--- config.mk ---
export PLATFORM = sky130hd
export DESIGN_NAME = sadc_port
export DESIGN_NICKNAME = d
export VERILOG_FILES = /design/src/verilog/sadc_pkg.sv /design/src/verilog/sadc_port.sv
export SDC_FILE = /design/constraint.sdc
export NUM_CORES = 1
export LEC_CHECK = 0
export ABC_AREA = 0
export BUFFER_PORTS_ARGS = -buffer_cell sky130_fd_sc_hd__buf_2
export CORE_MARGIN = 3
export CORE_UTILIZATION = 55
export CTS_CLUSTER_DIAMETER = 50
export DETAILED_ROUTE_END_ITERATION = 12
export PLACE_DENSITY = 0.87
export SETUP_SLACK_MARGIN = 0.1
export SYNTH_ARGS = -nofsm -noshare
export SYNTH_HDL_FRONTEND = slang
export SYNTH_SLANG_ARGS = --single-unit
export TNS_END_PERCENT = 10
--- constraint.sdc ---
create_clock -name pclk -period 7.25 [get_ports pclk]
set_clock_uncertainty 0.1 [all_clocks]
set_input_delay 1.45 -clock pclk [delete_from_list [all_inputs] [get_ports pclk]]
set_output_delay 1.45 -clock pclk [all_outputs]
set_load 0.02 [all_outputs]
--- src/verilog/sadc_pkg.sv ---
`default_nettype none
package sadc_pkg;
   // register byte offsets
   localparam logic [11:0] SADC_CTRL_ADDR = 12'h000;
   localparam logic [11:0] SADC_STATUS_ADDR = 12'h004;
   localparam logic [3:0] SADC_CTRL_RESET = 4'h0;
   localparam int SADC_CTRL_WIDTH = 4;
   // status field positions
   localparam int SADC_STAT_CAL_BIT = 0;
   localparam int SADC_STAT_PD_BIT = 1;
   localparam int SADC_STAT_PHASE_BIT = 2;
   localparam int SADC_STAT_RUN_BIT = 3;

   typedef enum logic [1:0] {
      SADC_MODE_MASTER = 2'h0,
      SADC_MODE_SLAVE_HIGH = 2'h1,
      SADC_MODE_SLAVE_CTRL = 2'h2
   } sadc_mode_type;

   typedef struct packed {
      logic invert;
      logic ratio_high;
      sadc_mode_type mode;
   } sadc_ctrl_type;

   typedef struct packed {
      logic signed [17:0] left;
      logic signed [17:0] right;
   } sadc_pair_type;

   typedef enum logic [1:0] {
      SADC_PD = 2'b00,
      SADC_ALIGN = 2'b01,
      SADC_CAL = 2'b11,
      SADC_RUN = 2'b10
   } sadc_state_type;

   // divider limits (count wraps after limit)
   localparam logic [1:0] SADC_DIV2_LIMIT = 2'h1;
   localparam logic [1:0] SADC_DIV3_LIMIT = 2'h2;
   localparam logic [1:0] SADC_DIV3_START_EARLY = 2'h1;
   localparam logic [1:0] SADC_DIV3_START_LATE = 2'h2;
   localparam logic [1:0] SADC_ALIGN_LAST = 2'h1;
   // word slots per channel
   localparam logic [4:0] SADC_SLOT_LAST = 5'h1f;
   localparam logic [4:0] SADC_FRAME_FIRST = 5'h01;
   localparam logic [4:0] SADC_FRAME_LAST = 5'h10;
   localparam int SADC_FILL_BITS = 12;
   localparam int unsigned SADC_CAL_WORDS = 4096;
   // level thresholds, full scale = 0x8000
   localparam logic [17:0] SADC_LVL_O3 = 18'h0_b000;
   localparam logic [17:0] SADC_LVL_O2 = 18'h0_a000;
   localparam logic [17:0] SADC_LVL_O1 = 18'h0_9000;
   localparam logic [17:0] SADC_LVL_FS = 18'h0_8000;
   localparam logic [17:0] SADC_LVL_DB1 = 18'h0_7203;
   localparam logic [17:0] SADC_LVL_DB3 = 18'h0_59fe;
   localparam logic [17:0] SADC_LVL_DB6 = 18'h0_4027;
   localparam logic signed [17:0] SADC_POS_FS = 18'sh0_7fff;
   localparam logic signed [17:0] SADC_NEG_FS = 18'sh3_8000;
   localparam logic [15:0] SADC_SAT_POS = 16'h7fff;
   localparam logic [15:0] SADC_SAT_NEG = 16'h8000;
endpackage
`default_nettype wire

--- src/verilog/sadc_port.sv ---
`timescale 1ns/1ns
`default_nettype none
// Functional notes
// RULE1 - master clock runs at 384x word rate with ratio high, 256x with it low
// RULE2 - filter clock output runs at 128x output word rate in both settings
// RULE3 - ratio low: filter clock is master clock divided by two, fixed phase
// RULE4 - ratio high: filter clock is master clock divided by three, two phases
// RULE5 - powerdown release taken next edge; phase by channel select before edge two
// RULE6 - three modes: master, slave window high, slave window controlled
// RULE7 - master mode drives bit clock, channel select, frame window from master clock
// RULE8 - master frame window rises one bit after channel edge, spans 16 data bits
// RULE9 - slave mode: far side drives channel select and bit clock at word rate
// RULE10 - slave bit clock should be half the filter clock rate
// RULE11 - slave: msb on channel select edge, later bits on active bit clock edge
// RULE12 - slave window high: bits shift right after channel edge, no gating
// RULE13 - slave window controlled: low holds msb and ignores bit clock
// RULE14 - after data bits send three tag bits then one channel indicator
// RULE15 - tag field encodes input level bands, most significant first
// RULE16 - channel indicator is 0 for left and 1 for right
// RULE17 - remaining slots filled with ones for left, zeros for right
// RULE18 - samples are 16-bit two's complement, msb first
// RULE19 - both words in one channel period come from the same sample instant
// RULE20 - bits change on rising bit clock; invert option moves to falling edge
// RULE21 - overrange inputs saturate at full scale, degree reported in tags
// RULE22 - board routes filter clock output back to modulator clock input
// RULE23 - during calibration both channel words are forced to zero; code zeros data and tags only, indicator and fill still sent
module sadc_port #(
   parameter int unsigned CAL_WORDS = sadc_pkg::SADC_CAL_WORDS
) (
   input wire logic pclk,
   input wire logic presetn,
   input wire logic clk_en,
   input wire logic psel,
   input wire logic penable,
   input wire logic pwrite,
   input wire logic [11:0] paddr,
   input wire logic [31:0] pwdata,
   output logic [31:0] prdata,
   output logic pready,
   output logic pslverr,
   input wire sadc_pkg::sadc_pair_type sample_pair,
   input wire logic sample_valid,
   input wire logic digital_powerdown,
   input wire logic chan_sel_i,
   input wire logic bit_clock_i,
   input wire logic frame_window_i,
   output logic chan_sel_o,
   output logic chan_sel_oe,
   output logic bit_clock_o,
   output logic bit_clock_oe,
   output logic frame_window_o,
   output logic frame_window_oe,
   output logic filter_clock_out,
   output logic serial_out,
   output logic cal_busy
);
   import sadc_pkg::*;

   localparam logic [12:0] CAL_LAST = 13'(CAL_WORDS - 1);

   sadc_ctrl_type ctrl_q;
   sadc_state_type state_q;
   sadc_state_type state_d;
   logic [31:0] prdata_q;
   logic pready_q;
   logic pslverr_q;
   logic [3:0] s1_q;
   logic [3:0] s2_q;
   logic [3:0] s3_q;
   logic [3:0] filt_q;
   logic lr_f;
   logic bclk_f;
   logic fw_f;
   logic pd_f;
   logic lr_prev_q;
   logic bclk_prev_q;
   logic [1:0] align_cnt_q;
   logic lr_seen_q;
   logic phase_q;
   logic [12:0] cal_cnt_q;
   logic cal_busy_q;
   logic [1:0] fcnt_q;
   logic fclk_q;
   logic bclk_q;
   logic bclk_out_q;
   logic [4:0] slot_q;
   logic lr_q;
   logic fw_q;
   logic [31:0] word_q;
   logic fill_q;
   logic serial_q;
   logic cs_oe_q;
   logic bc_oe_q;
   logic fw_oe_q;
   sadc_pair_type pending_q;
   sadc_pair_type cur_q;

   logic run;
   logic is_master;
   logic lr_edge;
   logic lr_rise;
   logic early_now;
   logic bclk_act;
   logic [1:0] div_limit;
   logic tick;
   logic m_active;
   logic [4:0] nslot;
   logic load_left;
   logic word_left;
   logic [31:0] next_word;
   logic acc;

   assign lr_f = filt_q[0];
   assign bclk_f = filt_q[1];
   assign fw_f = filt_q[2];
   assign pd_f = filt_q[3];
   assign run = (state_q == SADC_CAL) || (state_q == SADC_RUN);
   assign is_master = (ctrl_q.mode == SADC_MODE_MASTER);
   assign lr_edge = lr_f ^ lr_prev_q;
   assign lr_rise = lr_f & ~lr_prev_q;
   assign early_now = lr_seen_q | lr_rise;
   assign bclk_act = ctrl_q.invert ? (bclk_prev_q & ~bclk_f) : (~bclk_prev_q & bclk_f); // RULE20
   assign div_limit = ctrl_q.ratio_high ? SADC_DIV3_LIMIT : SADC_DIV2_LIMIT; // RULE1
   assign tick = run && (fcnt_q == 2'h0);
   assign m_active = tick & ~bclk_q;
   assign nslot = 5'(slot_q + 5'h01);
   assign word_left = is_master ? ~lr_q : lr_f;
   assign load_left = run && word_left && (is_master ? (m_active && (nslot == 5'h00)) : lr_edge);
   assign acc = psel & penable & ~pready_q;

   assign prdata = prdata_q;
   assign pready = pready_q;
   assign pslverr = pslverr_q;
   assign chan_sel_o = lr_q;
   assign chan_sel_oe = cs_oe_q;
   assign bit_clock_o = bclk_out_q;
   assign bit_clock_oe = bc_oe_q;
   assign frame_window_o = fw_q;
   assign frame_window_oe = fw_oe_q;
   assign filter_clock_out = fclk_q;
   assign serial_out = serial_q;
   assign cal_busy = cal_busy_q;

   function automatic logic [2:0] tag_of(input logic [17:0] mag);
      if (mag >= SADC_LVL_O3)
         tag_of = 3'h7;
      else if (mag >= SADC_LVL_O2)
         tag_of = 3'h6;
      else if (mag >= SADC_LVL_O1)
         tag_of = 3'h5;
      else if (mag >= SADC_LVL_FS)
         tag_of = 3'h4;
      else if (mag >= SADC_LVL_DB1)
         tag_of = 3'h3;
      else if (mag >= SADC_LVL_DB3)
         tag_of = 3'h2;
      else if (mag >= SADC_LVL_DB6)
         tag_of = 3'h1;
      else
         tag_of = 3'h0;
   endfunction

   // one channel word: data, tags, indicator, fill
   function automatic logic [31:0] build_word(input logic signed [17:0] x, input logic left, input logic zero);
      logic [17:0] mag;
      logic [15:0] data;
      logic [2:0] tag;
      mag = x[17] ? 18'(-x) : x;
      if (zero)
      begin
         data = 16'h0000; // RULE23
         tag = 3'h0;
      end
      else
      begin
         tag = tag_of(mag); // RULE15 RULE21
         if (x > SADC_POS_FS)
            data = SADC_SAT_POS; // RULE21
         else if (x < SADC_NEG_FS)
            data = SADC_SAT_NEG; // RULE21
         else
            data = x[15:0]; // RULE18
      end
      build_word = {data, tag, ~left, {SADC_FILL_BITS{left}}}; // RULE14 RULE16 RULE17
   endfunction

   assign next_word = build_word(word_left ? pending_q.left : cur_q.right, word_left, state_q == SADC_CAL);

   // pin synchronisers: a change counts once stages two and three agree
   always_ff @(posedge pclk or negedge presetn)
   begin
      if (!presetn)
      begin
         s1_q <= 4'h8;
         s2_q <= 4'h8;
         s3_q <= 4'h8;
         filt_q <= 4'h8;
         lr_prev_q <= 1'b0;
         bclk_prev_q <= 1'b0;
      end
      else if (clk_en)
      begin
         s1_q <= {digital_powerdown, frame_window_i, bit_clock_i, chan_sel_i};
         s2_q <= s1_q;
         s3_q <= s2_q;
         filt_q <= (s2_q & s3_q) | (filt_q & (s2_q | s3_q));
         lr_prev_q <= lr_f;
         bclk_prev_q <= bclk_f;
      end
   end

   // apb slave, one wait state
   always_ff @(posedge pclk or negedge presetn)
   begin
      if (!presetn)
      begin
         pready_q <= 1'b0;
         pslverr_q <= 1'b0;
         prdata_q <= 32'h0000_0000;
         ctrl_q <= SADC_CTRL_RESET;
      end
      else if (clk_en)
      begin
         pready_q <= acc;
         if (acc)
         begin
            pslverr_q <= 1'b0;
            prdata_q <= 32'h0000_0000;
            if (paddr == SADC_CTRL_ADDR)
               prdata_q <= {28'h000_0000, ctrl_q};
            else if (paddr == SADC_STATUS_ADDR)
            begin
               prdata_q[SADC_STAT_CAL_BIT] <= cal_busy_q;
               prdata_q[SADC_STAT_PD_BIT] <= (state_q == SADC_PD);
               prdata_q[SADC_STAT_PHASE_BIT] <= phase_q;
               prdata_q[SADC_STAT_RUN_BIT] <= (state_q == SADC_RUN);
            end
            else
               pslverr_q <= 1'b1;
         end
         if (psel && penable && pready_q && pwrite && (paddr == SADC_CTRL_ADDR))
            ctrl_q <= pwdata[SADC_CTRL_WIDTH-1:0]; // RULE6
      end
   end

   // power state sequence
   always_comb
   begin
      state_d = state_q;
      case (state_q)
         SADC_PD:
            state_d = SADC_ALIGN; // RULE5
         SADC_ALIGN:
            if (align_cnt_q == SADC_ALIGN_LAST)
               state_d = SADC_CAL;
         SADC_CAL:
            if (load_left && (cal_cnt_q == CAL_LAST))
               state_d = SADC_RUN;
         default:
            state_d = SADC_RUN;
      endcase
      if (pd_f)
         state_d = SADC_PD;
   end

   always_ff @(posedge pclk or negedge presetn)
   begin
      if (!presetn)
      begin
         state_q <= SADC_PD;
         cal_busy_q <= 1'b0;
         align_cnt_q <= 2'h0;
         lr_seen_q <= 1'b0;
         phase_q <= 1'b0;
         cal_cnt_q <= 13'h0000;
      end
      else if (clk_en)
      begin
         state_q <= state_d;
         cal_busy_q <= (state_d == SADC_CAL);
         if (state_q == SADC_ALIGN)
         begin
            align_cnt_q <= 2'(align_cnt_q + 2'h1);
            lr_seen_q <= early_now;
            if (align_cnt_q == SADC_ALIGN_LAST)
               phase_q <= early_now; // RULE5
         end
         else
         begin
            align_cnt_q <= 2'h0;
            lr_seen_q <= 1'b0;
         end
         if (state_q != SADC_CAL)
            cal_cnt_q <= 13'h0000;
         else if (load_left)
            cal_cnt_q <= 13'(cal_cnt_q + 13'h0001);
      end
   end

   // filter clock divider, held while powered down
   always_ff @(posedge pclk or negedge presetn)
   begin
      if (!presetn)
      begin
         fcnt_q <= 2'h0;
         fclk_q <= 1'b0;
      end
      else if (clk_en)
      begin
         if (!run)
         begin
            if (!ctrl_q.ratio_high)
               fcnt_q <= 2'h0; // RULE3
            else if (early_now)
               fcnt_q <= SADC_DIV3_START_EARLY; // RULE4 RULE5
            else
               fcnt_q <= SADC_DIV3_START_LATE; // RULE4 RULE5
         end
         else if (fcnt_q >= div_limit)
            fcnt_q <= 2'h0; // RULE2
         else
            fcnt_q <= 2'(fcnt_q + 2'h1);
         fclk_q <= run && (fcnt_q >= div_limit); // RULE2 RULE3 RULE4
      end
   end

   // master bit clock at half the filter clock
   always_ff @(posedge pclk or negedge presetn)
   begin
      if (!presetn)
      begin
         bclk_q <= 1'b0;
         bclk_out_q <= 1'b0;
      end
      else if (clk_en)
      begin
         if (!run)
            bclk_q <= 1'b0;
         else if (tick)
            bclk_q <= ~bclk_q; // RULE7
         bclk_out_q <= (run && tick ? ~bclk_q : (run & bclk_q)) ^ ctrl_q.invert; // RULE20
      end
   end

   // pin drive enables
   always_ff @(posedge pclk or negedge presetn)
   begin
      if (!presetn)
      begin
         cs_oe_q <= 1'b0;
         bc_oe_q <= 1'b0;
         fw_oe_q <= 1'b0;
      end
      else if (clk_en)
      begin
         cs_oe_q <= is_master; // RULE7 RULE9
         bc_oe_q <= is_master; // RULE7 RULE9
         fw_oe_q <= is_master; // RULE7
      end
   end

   // sample pairing
   always_ff @(posedge pclk or negedge presetn)
   begin
      if (!presetn)
      begin
         pending_q <= '0;
         cur_q <= '0;
      end
      else if (clk_en)
      begin
         if (sample_valid)
            pending_q <= sample_pair;
         if (load_left)
            cur_q <= pending_q; // RULE19
      end
   end

   // serial word engine
   always_ff @(posedge pclk or negedge presetn)
   begin
      if (!presetn)
      begin
         slot_q <= SADC_SLOT_LAST;
         lr_q <= 1'b0;
         fw_q <= 1'b0;
         word_q <= 32'h0000_0000;
         fill_q <= 1'b0;
         serial_q <= 1'b0;
      end
      else if (clk_en)
      begin
         if (!run)
         begin
            slot_q <= SADC_SLOT_LAST;
            lr_q <= 1'b0;
            fw_q <= 1'b0;
            word_q <= 32'h0000_0000;
         end
         else if (is_master)
         begin
            if (m_active)
            begin
               slot_q <= nslot;
               fw_q <= (nslot >= SADC_FRAME_FIRST) && (nslot <= SADC_FRAME_LAST); // RULE8
               if (nslot == 5'h00)
               begin
                  lr_q <= ~lr_q; // RULE7
                  word_q <= next_word;
                  fill_q <= word_left;
               end
               else
               begin
                  serial_q <= word_q[31]; // RULE18 RULE20
                  word_q <= {word_q[30:0], fill_q}; // RULE17
               end
            end
         end
         else if (lr_edge)
         begin
            serial_q <= next_word[31]; // RULE11 RULE9
            word_q <= {next_word[30:0], word_left};
            fill_q <= word_left;
         end
         else if (bclk_act && ((ctrl_q.mode == SADC_MODE_SLAVE_HIGH) || fw_f)) // RULE12 RULE13 RULE10
         begin
            serial_q <= word_q[31]; // RULE11
            word_q <= {word_q[30:0], fill_q}; // RULE17
         end
      end
   end
endmodule
`default_nettype wire

After elaboration in Yosys (flattened, before gate mapping)
Cells that the tools add are included.
{"block": "totals", "register_bits": 149, "in_bits": 91, "elab_cells": 184}
{"block": "op_classes", "addsub": 5, "order_cmp": 12, "eq_ne": 18, "n_mux": 61, "bitwise": 21, "n_reduce_logical": 35}
{"operator": "2-to-1 mux 32 bit", "count": 6}
{"operator": ">= comparator 18 x 16 -> 1 bit, second input constant", "count": 4}
{"operator": ">= comparator 18 x 15 -> 1 bit, second input constant", "count": 3}
{"operator": "2-to-1 mux 16 bit", "count": 3}
{"operator": "2-to-1 mux 18 bit", "count": 2}
{"operator": "2-to-1 mux 1 bit", "count": 26}
{"operator": "2-to-1 mux 13 bit", "count": 2}
{"operator": "2-to-1 mux 2 bit", "count": 11}
{"operator": "> comparator 18 x 16 -> 1 bit, second input constant", "count": 1}
{"operator": "less-than comparator 18 x 16 -> 1 bit, second input constant", "count": 1}
{"operator": "negator 18 bit", "count": 1}
{"operator": "2-to-1 mux 3 bit", "count": 5}
{"operator": "2-to-1 mux 5 bit", "count": 3}
{"operator": "adder 13 x 1 -> 13 bit, second input constant", "count": 1}
{"operator": "== test 13 x 12 -> 1 bit, second input constant", "count": 1}
{"operator": "logical AND 1 bit", "count": 13}
{"operator": "== test 12 x 3 -> 1 bit, second input constant", "count": 1}
{"operator": "zero test 12 bit", "count": 1}
{"operator": "inequality test 2 x 1 -> 1 bit, second input constant", "count": 6}
{"operator": "AND reduction 2 bit", "count": 6}
{"operator": "AND reduction 5 bit", "count": 2}
{"operator": "AND reduction 3 bit", "count": 3}
{"operator": "bitwise AND 4 bit", "count": 2}
{"operator": "2-to-1 mux 4 bit", "count": 2}
{"operator": "22 further kinds", "count": 46}

Longest topological paths before layout
{"block": "logic_depth", "ltp_word": 18, "depth_mapped": 17, "mapped_depth_nobuf": 14}

Worst setup path after synthesis
Ideal clock, no wire load.
{"block": "synth_timing", "kind": "register to register", "startpoint": "register ctrl_q[1] (netlist bit)", "endpoint": "register word_q[14]", "setup_ps": 126, "arrival_ps": 4095, "t_required_ps": 7024, "slack_ps": 2929, "stages_incl_launch_ff": 18, "path_buffers": 3, "path_cell_list": "dfrtp_1 > buf_6 > or3b_1 > buf_6 > nand2_1 > buf_4 > mux2_2 > inv_1 > ha_1 > or3b_2 > a2111oi_1 > nor4_1 > nor4b_1 > o32a_1 > and4_1 > a211oi_1 > o31a_1 > o32a_1"}
{"block": "synth_via", "elab_chain_cells": 17}
{"item": "start, declared", "line": "sadc_port.sv:61", "text": "sadc_ctrl_type ctrl_q;"}
{"item": "start signal, assigned", "line": "sadc_port.sv:242", "text": "ctrl_q <= pwdata[SADC_CTRL_WIDTH-1:0];"}
{"item": "zero test 2 bit", "line": "sadc_port.sv:118", "text": "assign is_master = (ctrl_q.mode == SADC_MODE_MASTER);"}
{"item": "2-to-1 mux 1 bit", "line": "sadc_port.sv:127", "text": "assign word_left = is_master ? ~lr_q : lr_f;"}
{"item": "2-to-1 mux 18 bit", "line": "sadc_port.sv:187", "text": "assign next_word = build_word(word_left ? pending_q.left : cur_q.right, word_left, state_q == SADC_CAL);"}
{"item": "negator 18 bit", "line": "sadc_port.sv:168", "text": "mag = x[17] ? 18'(-x) : x;"}
{"item": "2-to-1 mux 18 bit", "line": "sadc_port.sv:168"}
{"item": ">= comparator 18 x 15 -> 1 bit, on equally long branches", "line": "sadc_port.sv:157, sadc_port.sv:155"}
{"item": "2-to-1 mux 1 bit / 2-to-1 mux 2 bit (equally long branches)", "line": "sadc_port.sv:157, sadc_port.sv:155"}
{"item": "2-to-1 mux 2 bit, on equally long branches", "line": "sadc_port.sv:155, sadc_port.sv:153"}
{"item": "2-to-1 mux 2 bit / 2-to-1 mux 3 bit (equally long branches)", "line": "sadc_port.sv:153, sadc_port.sv:151"}
{"item": "2-to-1 mux 3 bit, on equally long branches", "line": "sadc_port.sv:151, sadc_port.sv:149"}
{"item": "2-to-1 mux 3 bit, on equally long branches", "line": "sadc_port.sv:149, sadc_port.sv:147"}
{"item": "2-to-1 mux 3 bit, on equally long branches", "line": "sadc_port.sv:147, sadc_port.sv:145"}
{"item": "2-to-1 mux 3 bit, on equally long branches", "line": "sadc_port.sv:145, sadc_port.sv:169"}
{"item": "2-to-1 mux 3 bit / 2-to-1 mux 32 bit (equally long branches)", "line": "sadc_port.sv:169, sadc_port.sv:406"}
{"item": "2-to-1 mux 32 bit, on equally long branches", "line": "sadc_port.sv:419, sadc_port.sv:402"}
{"item": "2-to-1 mux 32 bit", "line": "sadc_port.sv:400", "text": "else if (is_master)"}
{"item": "2-to-1 mux 32 bit", "line": "sadc_port.sv:393", "text": "if (!run)"}
{"item": "end signal, assigned", "line": "sadc_port.sv:409", "text": "word_q <= next_word;"}
{"item": "end signal, assigned", "line": "sadc_port.sv:422", "text": "word_q <= {next_word[30:0], word_left};"}
{"item": "end signal, assigned", "line": "sadc_port.sv:428", "text": "word_q <= {word_q[30:0], fill_q};"}
{"item": "end, declared", "line": "sadc_port.sv:89", "text": "logic [31:0] word_q;"}
Parallel ways exist; a longest one is shown, timed or not. The select of a mux whose other input is x is not followed.
A chain may end at the register's enable or synchronous reset.

Final worst setup path
Same ends and word-level chain as after synthesis.

==> results.yml <==
power_and_ir_drop:
  combPwrFrac_pct: 41.9
  power_leakage_nw: 4.07
  power_frac_clock_pct: 23.4
  ir_worst_vdd_v: 0.000205
  intPower_mw: 1.99
  seq_power_share_pct: 34.7
  p_per_area_nw_per_um2: 367
  p_switching_mw: 1.40
  sw_frac_of_total_pct: 41.2
floorplan:
  boundaryPins: 134
  initial_core_util_pct: 56.9
  die-area_sq_um: 16700
  die_y_um: 129
  die_w_um: 129
  core-area_sq_um: 14700
  num_rows: 44
timing:
  drv_slew: 0
  hold_slack_ns: 0.372
  fin_crit_sh_pct: 80.3
  setup_tns_ns: 0
  finalSetupViolCount: 0
  fin_ws_ns: 1.43
  finalCriticalPeriod_ns: 5.82
  rsz0062_at_grt: "no"
  relSlewSlack_pct: 28.2
  tightest_slew_ns: 1.07
  hold_violations: 0
  clock.fmax_mhz: 172
yosys:
  yosysSeqAreaShare_pct: 44.7
  synth_ff_type: "dfrtp_1"
  ys_seq_elements: 149
  ys.warnings.count: 0
  postSynthCellCount: 870
  syn_avg_cell_area_sq_um: 9.61
  synth_area_leaders: "dfrtp_1 (42%), mux2_2 (9.8%), o21ai_0 (4.9%)"
  synth.distinct_cells: 72
  post-synth-top-area-fraction_pct: 41.9
  synth_edf_count: 0
  synth_area_sq_um: 8360
  async_flop_share_pct: 100
  yosysTopAreaCell: "dfrtp_1"
worst_setup_path:
  path_max_fanout: 20
  cp-end-kind: "flop"
  required_ns: 7.46
  r2r_end: "word_q[14]"
  r2r_cells: 13
  cp-startpoint: "ctrl_q[1]"
  crit_end: "word_q[14]"
  cp_data_arrival_time_ns: 6.03
  r2r_slack_ns: 1.43
  reg2reg_from: "ctrl_q[1]"
  cp-start-kind: "flop"
  criticalPathCategory: "reg2reg"
clock_tree:
  cts_tree: "yes"
  cts_resized: 0
  cts_buffer_depth: 2
  clkTransAtPathRegs_ns: 0.06
  ctsHoldBuffers: 0
  cts_root_buffer: "clkbuf_16"
  cts_setup_buffers: 0
  numCtsBuffers: 17
  insertion_delay_ns: 0.43
  clock-sinks: 149
  h-tree-depth: 4
routing:
  routed_via_density: 6.10
  first_pass_iters: 5
  drtIter0Drc: 661
  route.antenna.remaining_nets: 0
  wl_per_cell_um: 16.4
  routed_wirelength_um: 18200
  via_count: 6800
  drc: 0
finish:
  syn2layout_area_growth_pct: 10.3
  drive_gt1_share_pct: 22.0
  fin_area_sq_um: 9220
  diodes: 0
  nets: 1021
placed_design:
  place_ws_ns: 1.58
  hpwl_um: 12300
  routabilityCongestion: 0.948
  port_buffers: 77
  placed_cell_area_sq_um: 8690
min_path:
  hold_class: "reg2reg"
  holdCritStartpoint: "prdata[2]"
global_route:
  antenna_found_initial: 0
  grt_pass1_vias: 6445
  grt_max_degree: 81
  gr-total-overflow: 0
  grt_pass1_wl_um: 31000
  track_usage_pct: 22.8
status:
  status: "completed"
flow_run:
  max_cap_violations: 0
per-stage QoR:
step / util (%) / cells / power (mW)
2_1_floorplan: - / 897 / 2.27
3_3_place_gp: 59.1 / 1084 / 2.51
3_5_place_dp: 59.1 / 1084 / 2.56
4_1_cts: 62.7 / 1114 / 3.36
5_1_grt: 62.7 / 1114 / 3.62
6_report: 62.7 / 1114 / 3.39
layer usage:
layer  up-vias  routed length [um]  GRT usage, %
li1       3209                   -             -
met1      3298                8000          30.2
met2       260                8740          36.9
met3        33                1140          4.82
met4         0                 363          8.71
met5         -                   0             0
kinds of logic after synthesis:
group	after synthesis	share of synthesized area (%)
buffers and inverters	104	6.33
flip-flops	149	44.7
AO/OA/AOI/OAI	242	17.9
XOR/XNOR	26	2.72
multiplexers	87	11.5
AND/OR/NAND/NOR	250	15.1
adder cells (fa/ha/maj)	11	1.65
other	1	0.0449
flip-flops by register name, indices dropped and copies added (netlist names), 2 cells and up:
register,flops
pending_q,36
word_q,32
cur_q,18
cal_cnt_q,13
slot_q,5
ctrl_q,4
filt_q,4
prdata,4
s1_q,4
s2_q,4
s3_q,4
align_cnt_q,2
fcnt_q,2
state_q,2
worst min path at each step:
| stage | endpoint | depth (start not counted) | slack, ns |
|---|---|---|---|
| final | prdata[2] | 2 | 0.37 |
| after CTS | prdata[2] | 2 | 0.37 |
| after detailed placement | prdata[2] | 2 | 0.36 |
| after global placement | word_q[19] | 2 | 0.36 |
| after global routing | filt_q[2] | 2 | 0.40 |
| after floorplan | word_q[16] | 1 | 0.34 |
power by group through the flow:
stage / logic [mW] / clock network (mW) / registers (mW)
after detailed placement: 1.38 / 0 / 1.18
after floorplan: 1.14 / 0 / 1.13
after global routing: 1.58 / 0.841 / 1.20
final: 1.42 / 0.794 / 1.17
after global placement: 1.34 / 0 / 1.17
after CTS: 1.40 / 0.798 / 1.17
cell type report:
cell class                      count  area [sq um]
Clock inverter                      9          56.3
Clock buffer                       21           470
Tap cell                          184           230
Fill cell                        1151          5480
Multi-Input combinational cell    644          4200
Sequential cell                   149          3740
Timing Repair Buffer               83           437
Inverter                           24          90.1
cells in the final DEF (no fill, tap or decap), drive strengths merged, types with 8 or more instances in the layout:
cell and instances:
nand2 75, nand4 10, nor2 55, xor2 16, clkbuf 21, and3 11
nor4 15, xnor2 10, buf 83, ha 11, dfrtp 140, o21ai 82
a22oi 9, nand3 19, mux2 73, a31oi 8, a21oi 67, o31ai 8
o22ai 18, inv 24, mux2i 14, conb 28, nor3 10, dfstp 9
or3 11
Yosys cell counts, types with 5 or more instances:
cell      number
and3_1        11
and2_1         5
buf_4         32
a31oi_1        8
nand2b_1       7
dfstp_2        9
a22oi_1        9
clkbuf_1      39
nand4_1       10
o21ai_0       82
o31ai_1        8
o22ai_1       18
ha_1          11
nand3_1       19
nor4_1        15
o211ai_1       6
and4_1         5
mux2i_1       14
a21oi_1       67
inv_1         24
nand2_1       75
nor3_1        10
or3_1         11
mux2_2        73
xor2_1        16
dfrtp_1      140
or4_1          7
nor2_1        54
xnor2_1       10
critical path, stage by stage (launching register included):
cell and delay [ns]:
dfrtp_1 0.53, or3b_1 0.71, nand2_1 0.86, mux2i_1 0.53
ha_1 0.31, nor3b_1 0.40, o211ai_1 0.30, a222oi_1 0.57
a211oi_1 0.21, a211oi_4 0.35, or3_1 0.18, a211oi_1 0.05
o31a_1 0.30, o32a_1 0.28
Power figures use the tool's default switching activity.
